==> src/inc/hmt_pkg.sv <==
// constants and types for the haptic mode and trigger control block
package hmt_pkg;
	localparam logic [7:0] ADDR_STATUS = 8'h00;
	localparam logic [7:0] ADDR_MODE = 8'h01;
	localparam logic [7:0] ADDR_RTP = 8'h02;
	localparam logic [7:0] ADDR_FIRE = 8'h0C;
	localparam logic [7:0] ADDR_CTRL = 8'h1D;
	localparam int BIT_SRST = 7;
	localparam int BIT_STBY = 6;
	localparam int BIT_RESULT = 3;
	localparam int BIT_FIRE = 0;
	localparam int BIT_SRCSEL = 5;
	localparam int BIT_ACCPL = 1;
	localparam logic RST_STBY = 1'b1;
	localparam logic [2:0] RST_MODE = 3'h0;
	localparam logic [7:0] RST_RTP = 8'h00;
	localparam logic [7:0] RST_CTRL = 8'h00;
	typedef enum logic [2:0] {
		MODE_INTERNAL, MODE_EDGE, MODE_LEVEL, MODE_PWM_ANALOG,
		MODE_AUDIO, MODE_DIRECT, MODE_DIAG, MODE_CAL
	} hmt_mode_t;
	typedef enum logic [1:0] {
		SR_IDLE, SR_ACTIVE
	} hmt_srst_t;
endpackage

==> src/verilog/hmt_mode_ctrl.sv <==
// operating-mode control registers, trigger handling and fire bit
`timescale 1ns/10ps
`default_nettype none

// What this block does
// - a one written to bit 7 of the mode register aborts playback and returns all registers to defaults.
// - the soft reset bit clears itself when the reset is done, so it reads back zero.
// - bit 6 is software standby, default one; one means standby, zero means ready.
// - mode bits 2-0 default to zero, and in mode 0 only a host write of the fire bit starts a waveform.
// - in mode 1 a rising trigger edge sets the fire bit.
// - in mode 1 a further rising edge while the fire bit is set cancels playback.
// - in mode 2 the fire bit follows the trigger: rising sets it, falling cancels.
// - in mode 2 an edge that matches the fire bit's present state does nothing.
// - in mode 3 the trigger pin is the drive source, treated as PWM or analog by the source select bit.
// - in mode 3 the actuator is driven continuously without the fire bit.
// - in mode 5 the actuator is driven with the real-time playback value.
// - in mode 6 the host fires the test; the device clears fire and records the result flag.
// - in mode 7 the host sets parameters then fires; fire self-clears when calibration ends.
// - the routine result flag holds the last routine's outcome and clears when read.
module hmt_mode_ctrl
	import hmt_pkg::*;
(
	input wire logic clk,
	input wire logic rst_n,
	input wire logic regWrite,
	input wire logic regRead,
	input wire logic [7:0] regAddr,
	input wire logic [7:0] regWdata,
	output logic [7:0] regRdata,
	input wire logic inputTriggerPin,
	input wire logic routineDone,
	input wire logic routineFail,
	input wire logic playbackDone,
	output logic fireOut,
	output logic cancelOut,
	output logic standbyOut,
	output logic [2:0] modeOut,
	output logic driveContinuous,
	output logic driveFromPin,
	output logic srcAnalog,
	output logic acCouplingEnable,
	output logic [7:0] directPlaybackValue,
	output logic softResetOut
);
	logic trigMeta_q, trigSync_q, trigPrev_q;
	logic srst_q, stby_q, fire_q, result_q, cancel_q;
	logic [2:0] mode_q;
	logic [7:0] rtp_q, ctrl_q, rdata_q;
	hmt_srst_t srState_q;
	logic wrMode, wrFire, wrRtp, wrCtrl, rise, fall, clrAll;

	function automatic logic hit(input logic [7:0] a, input logic [7:0] b);
		return regWrite && (a == b);
	endfunction

	assign wrMode = hit(regAddr, ADDR_MODE);
	assign wrFire = hit(regAddr, ADDR_FIRE);
	assign wrRtp = hit(regAddr, ADDR_RTP);
	assign wrCtrl = hit(regAddr, ADDR_CTRL);
	assign rise = trigSync_q && !trigPrev_q;
	assign fall = !trigSync_q && trigPrev_q;
	assign clrAll = (srState_q == SR_ACTIVE);

	// ------------------------------------------------
	// trigger pin synchroniser
	// ------------------------------------------------
	always_ff @(posedge clk or negedge rst_n) begin
		if (!rst_n) begin
			trigMeta_q <= 1'b0;
			trigSync_q <= 1'b0;
			trigPrev_q <= 1'b0;
		end else begin
			trigMeta_q <= inputTriggerPin;
			trigSync_q <= trigMeta_q;
			trigPrev_q <= trigSync_q;
		end
	end

	// ------------------------------------------------
	// soft reset sequencer
	// ------------------------------------------------
	// one cycle active, then the bit drops on its own
	always_ff @(posedge clk or negedge rst_n) begin
		if (!rst_n) begin
			srState_q <= SR_IDLE;
			srst_q <= 1'b0;
		end else begin
			case (srState_q)
				SR_IDLE: begin
					if (wrMode && regWdata[BIT_SRST]) begin
						srState_q <= SR_ACTIVE;
						srst_q <= 1'b1;
					end
				end
				SR_ACTIVE: begin
					srState_q <= SR_IDLE;
					srst_q <= 1'b0;
				end
				default: begin
					srState_q <= SR_IDLE;
					srst_q <= 1'b0;
				end
			endcase
		end
	end

	// ------------------------------------------------
	// mode, standby, playback value, source control
	// ------------------------------------------------
	always_ff @(posedge clk or negedge rst_n) begin
		if (!rst_n) begin
			stby_q <= RST_STBY;
			mode_q <= RST_MODE;
			rtp_q <= RST_RTP;
			ctrl_q <= RST_CTRL;
		end else if (clrAll) begin
			stby_q <= RST_STBY;
			mode_q <= RST_MODE;
			rtp_q <= RST_RTP;
			ctrl_q <= RST_CTRL;
		end else begin
			if (wrMode && !regWdata[BIT_SRST]) begin
				stby_q <= regWdata[BIT_STBY];
				mode_q <= regWdata[2:0];
			end
			if (wrRtp)
				rtp_q <= regWdata;
			if (wrCtrl)
				ctrl_q <= regWdata;
		end
	end

	// ------------------------------------------------
	// fire bit and cancel
	// ------------------------------------------------
	// pin edges win over a host clear in the same cycle
	always_ff @(posedge clk or negedge rst_n) begin
		if (!rst_n) begin
			fire_q <= 1'b0;
			cancel_q <= 1'b0;
		end else begin
			cancel_q <= 1'b0;
			if (clrAll || (wrMode && regWdata[BIT_SRST])) begin
				fire_q <= 1'b0;
				cancel_q <= fire_q;
			end else begin
				case (hmt_mode_t'(mode_q))
					MODE_EDGE: begin
						if (rise && fire_q) begin
							fire_q <= 1'b0;
							cancel_q <= 1'b1;
						end else if (rise)
							fire_q <= 1'b1;
						else if (playbackDone)
							fire_q <= 1'b0;
						else if (wrFire)
							fire_q <= regWdata[BIT_FIRE];
					end
					MODE_LEVEL: begin
						if (rise && !fire_q)
							fire_q <= 1'b1;
						else if (fall && fire_q) begin
							fire_q <= 1'b0;
							cancel_q <= 1'b1;
						end else if (playbackDone)
							fire_q <= 1'b0;
					end
					MODE_DIAG, MODE_CAL: begin
						if (routineDone && fire_q)
							fire_q <= 1'b0;
						else if (wrFire)
							fire_q <= regWdata[BIT_FIRE];
					end
					default: begin
						if (wrFire)
							fire_q <= regWdata[BIT_FIRE];
						else if (playbackDone)
							fire_q <= 1'b0;
					end
				endcase
			end
		end
	end

	// ------------------------------------------------
	// routine result flag and read data
	// ------------------------------------------------
	// a new result arriving with the read is kept
	always_ff @(posedge clk or negedge rst_n) begin
		if (!rst_n)
			result_q <= 1'b0;
		else if (clrAll)
			result_q <= 1'b0;
		else if (routineDone && fire_q &&
			(mode_q == MODE_DIAG || mode_q == MODE_CAL))
			result_q <= routineFail;
		else if (regRead && regAddr == ADDR_STATUS)
			result_q <= 1'b0;
	end

	always_ff @(posedge clk or negedge rst_n) begin
		if (!rst_n) begin
			rdata_q <= 8'h00;
		end else begin
			rdata_q <= 8'h00;
			case (regAddr)
				ADDR_STATUS: rdata_q[BIT_RESULT] <= result_q;
				ADDR_MODE: rdata_q <= {srst_q, stby_q, 3'h0, mode_q};
				ADDR_RTP: rdata_q <= rtp_q;
				ADDR_FIRE: rdata_q[BIT_FIRE] <= fire_q;
				ADDR_CTRL: rdata_q <= ctrl_q;
				default: rdata_q <= 8'h00;
			endcase
		end
	end

	// ------------------------------------------------
	// registered outputs
	// ------------------------------------------------
	always_ff @(posedge clk or negedge rst_n) begin
		if (!rst_n) begin
			regRdata <= 8'h00;
			fireOut <= 1'b0;
			cancelOut <= 1'b0;
			standbyOut <= RST_STBY;
			modeOut <= RST_MODE;
			driveContinuous <= 1'b0;
			driveFromPin <= 1'b0;
			srcAnalog <= 1'b0;
			acCouplingEnable <= 1'b0;
			directPlaybackValue <= RST_RTP;
			softResetOut <= 1'b0;
		end else begin
			regRdata <= rdata_q;
			fireOut <= fire_q;
			cancelOut <= cancel_q;
			standbyOut <= stby_q;
			modeOut <= mode_q;
			driveContinuous <= !stby_q && (mode_q == MODE_PWM_ANALOG ||
				mode_q == MODE_DIRECT);
			driveFromPin <= mode_q == MODE_PWM_ANALOG ||
				mode_q == MODE_AUDIO;
			srcAnalog <= ctrl_q[BIT_SRCSEL];
			acCouplingEnable <= ctrl_q[BIT_ACCPL];
			directPlaybackValue <= rtp_q;
			softResetOut <= srst_q;
		end
	end
endmodule
`default_nettype wire

==> config.mk <==
export PLATFORM = sky130hd
export DESIGN_NAME = hmt_mode_ctrl
export DESIGN_NICKNAME = d
export VERILOG_FILES = /design/src/inc/hmt_pkg.sv /design/src/verilog/hmt_mode_ctrl.sv
export SDC_FILE = /design/constraint.sdc
export NUM_CORES = 1
export LEC_CHECK = 0
export BUFFER_PORTS_ARGS = -buffer_cell sky130_fd_sc_hd__buf_4
export CORE_UTILIZATION = 54
export DETAILED_ROUTE_END_ITERATION = 16
export GPL_ROUTABILITY_DRIVEN = 0
export GPL_TIMING_DRIVEN = 0
export MAX_ROUTING_LAYER = met4
export PLACE_DENSITY_LB_ADDON = 0.2
export SYNTH_ARGS = -nofsm -noshare
export SYNTH_HDL_FRONTEND = slang
export SYNTH_SLANG_ARGS = --single-unit
==> constraint.sdc <==
create_clock -name clk -period 1.65 [get_ports clk]
set_input_delay 0.33 -clock clk [delete_from_list [all_inputs] [get_ports clk]]
set_output_delay 0.33 -clock clk [all_outputs]
set_load 0.005 [all_outputs]
==> impl_metrics.json <==
{
  "run_status": "finished clean",
  "finalSetupTns_ns": 0,
  "pin_count_of_the_biggest_net_entering_global_routing": 63,
  "placementRows": 24,
  "critical_path.startpoint_type": "flop",
  "die-area_mm2": 0.00490,
  "synthTopCellsByCount": "sky130_fd_sc_hd__dfrtp_1 (60), sky130_fd_sc_hd__nand2_1 (12), sky130_fd_sc_hd__a21oi_1 (10), sky130_fd_sc_hd__nand3_1 (10)",
  "detailedPlace.worstSlack_ns": 0.00719,
  "layout-area-overhead-vs-synth_pct": 24.5,
  "grt.overflow.total": 0,
  "post_synth.cell_area_avg_um2": 12.3,
  "cell_taking_the_most_area_after_synthesis": "sky130_fd_sc_hd__dfrtp_1",
  "crit_path_end_kind": "flop",
  "post_synth_main_area_contributors": "sky130_fd_sc_hd__dfrtp_1 (60%), sky130_fd_sc_hd__nand4b_1 (3.2%), sky130_fd_sc_hd__o21ai_2 (2.8%)",
  "final_antenna_net_count": 0,
  "routedWlPerCell_um": 16.3,
  "power_per_cell_area_mw_per_mm2": 977,
  "hold_buf_cts": 0,
  "antenna_cells": 0,
  "max-vdd-ir-drop_mv": 0.490,
  "drt-pass1-iter-count": 4,
  "synth_seq_cells": 62,
  "grt_setup_unrepaired": "false",
  "grt_antenna_before_repair": 0,
  "fmax_ghz": 0.640,
  "slew_worst_pin_ns": 0.746,
  "maxCapViolCount": 0,
  "detailedPlacementHpwl_mm": 3.53,
  "leakage_nw": 1.49,
  "cts_tree": "built",
  "vias_in_the_first_global_route": 1819,
  "root_buffer_cell": "sky130_fd_sc_hd__clkbuf_8",
  "h_tree_levels": 3,
  "critical_path_peak_fanout": 10,
  "fraction_of_layout_instances_using_a_drive_strength_above_1_pct": 33.5,
  "grt_first_pass_wirelength_mm": 8.95,
  "worstSkewPairLatency_ns": 0.33,
  "nets": 288,
  "first_iter_violations": 162,
  "fillerInstances": 337,
  "clk_path_buf_depth": 2,
  "floorplan.initialDensity_pct": 56.9,
  "cts_inserted_buffers": 9,
  "buffer_ports.inserted": 50,
  "worstHoldPathType": "in2async",
  "timing.critical_path.arrival_ns": 1.75,
  "leading_cell_type_by_number_of_instances_after_synthesis": "sky130_fd_sc_hd__dfrtp_1",
  "worst_slew_margin_rel_pct": 50.3,
  "synth-edff-count": 0,
  "boundaryPins": 51,
  "critical_path_class": "reg2reg",
  "timing_hold_violations_final": 0,
  "synthCells": 203,
  "finalPower_mw": 3.03,
  "post-route-cell-area_mm2": 0.00311,
  "placeable_core_region_mm2": 0.00438,
  "cts_sinks": 62,
  "wl_mm": 5.22,
  "die_width_um": 70.0,
  "post-route-worst-setup-slack_ns": 0.0875,
  "syn_area_mm2": 0.00250,
  "vias": 1828,
  "yosysTopAreaCellShare_pct": 60.2,
  "number_of_distinct_library_cells_after_synthesis": 45,
  "timing.clock.skew_ns": 0.00685,
  "placement.cell_area_mm2": 0.00294,
  "final-setup-viol-count": 0,
  "vias_per_cell": 5.69,
  "syn-num-nets": 227,
  "ys_seq_area_share_pct": 62.3,
  "die_h_um": 70.0,
  "detail_route.drc_violations": 0,
  "final-max-slew-violation-count": 0,
  "min_period_ns": 1.56,
  "yosysWarnings": 0,
  "critPathRequiredTime_ns": 1.83,
  "grt_usage_pct": 24.7,
  "post-route-period-util_pct": 94.7,
  "path_clk_slew_ns": 0.07,
  "synthArstFlopShare_pct": 100,
  "ys.flop_type": "sky130_fd_sc_hd__dfrtp_1"
}
==> metrics by stage <==
| step | utilization, % | hold slack, ns | instances |
|---|---|---|---|
| 3_5_place_dp | 67.0 | 0.335 | 305 |
| 3_3_place_gp | 67.0 | 0.332 | 305 |
| 4_1_cts | 70.8 | 0.0912 | 321 |
| 5_1_grt | 70.9 | 0.0853 | 321 |
| 6_report | 70.9 | 0.0600 | 321 |
| 2_1_floorplan | - | 0.0344 | 203 |
==> final timing paths <==
path | start | end | slack, ns | cells past startpoint
worst max-delay path | srst_q | ctrl_q[6] | 0.09 | 3
worst max register to register | srst_q | ctrl_q[6] | 0.09 | 3
min in group clk | inputTriggerPin | trigMeta_q | 0.10 | 1
worst min-delay path | rst_n | mode_q[1] | 0.06 | 1
worst min register to register | rdata_q[5] | regRdata[5] | 0.35 | 0
max in group asynchronous | rst_n | acCouplingEnable | 1.09 | 1
==> layout make-up <==
cell class | count | area, um2 | share of cell area [%]
Inverter | 9 | 33.8 | 1.09
Multi-Input combinational cell | 119 | 813 | 26.2
Clock inverter | 4 | 22.5 | 0.725
Timing Repair Buffer | 50 | 375 | 12.1
Sequential cell | 62 | 1550 | 50.0
Tap cell | 52 | 65.1 | 2.09
Buffer | 13 | 97.6 | 3.14
Clock buffer | 12 | 145 | 4.67
==> state kept, by name, summed over array words and instances (netlist names), 3 cells and up <==
signal               cells
mode_q                   3
ctrl_q                   8
modeOut                  3
rtp_q                    8
rdata_q                  8
directPlaybackValue      8
regRdata                 8
==> per-layer routing <==
metal	track usage [%]	wire length, um	vias to the layer above
met4	11.6	51	0
li1	-	-	859
met5	-	0	-
met1	32.5	2300	891
met3	4.76	343	6
met2	37.3	2530	72
==> power by group <==
| group | leakage (nW) | switching [mW] | internal [mW] | total [mW] |
|---|---|---|---|---|
| combinational | 0.626 | 0.124 | 0.125 | 0.249 |
| clock | 0.0861 | 0.560 | 0.579 | 1.14 |
| sequential | 0.778 | 0.0474 | 1.60 | 1.65 |
| total | 1.49 | 0.731 | 2.30 | 3.03 |
==> worst max-delay path, cell delays in order, from the launching register on <==
cell and delay, ns:
sky130_fd_sc_hd__dfrtp_1 0.45, sky130_fd_sc_hd__clkbuf_1 0.36, sky130_fd_sc_hd__clkbuf_1 0.49, sky130_fd_sc_hd__a21oi_1 0.11
==> repair_timing <==
action | in CTS | in global routing
resized for setup | 0 | 1
endpoints found under the setup margin | 0 | 1
buffers inserted | 0 | 0
==> cell families after synthesis <==
logic type      Yosys count  share of synthesized area, %
compound gates           40                          11.7
flops                    62                          62.3
xor+xnor                  2                         0.702
mux                       4                          1.60
buf+inv                  22                          5.26
simple gates             73                          18.5
==> cell usage in the layout, fill, tap and decap left out, types with 7 or more instances in the layout <==
cell type and count:
sky130_fd_sc_hd__buf_4 52, sky130_fd_sc_hd__clkbuf_1 7, sky130_fd_sc_hd__dfrtp_1 60, sky130_fd_sc_hd__inv_1 9, sky130_fd_sc_hd__a21oi_1 10, sky130_fd_sc_hd__o21ai_2 8, sky130_fd_sc_hd__clkbuf_8 10, sky130_fd_sc_hd__nand2_1 12
sky130_fd_sc_hd__nand4b_1 9, sky130_fd_sc_hd__nand3_1 10, sky130_fd_sc_hd__nand2b_1 9
No activity file was read; power rests on OpenSTA's default activity.
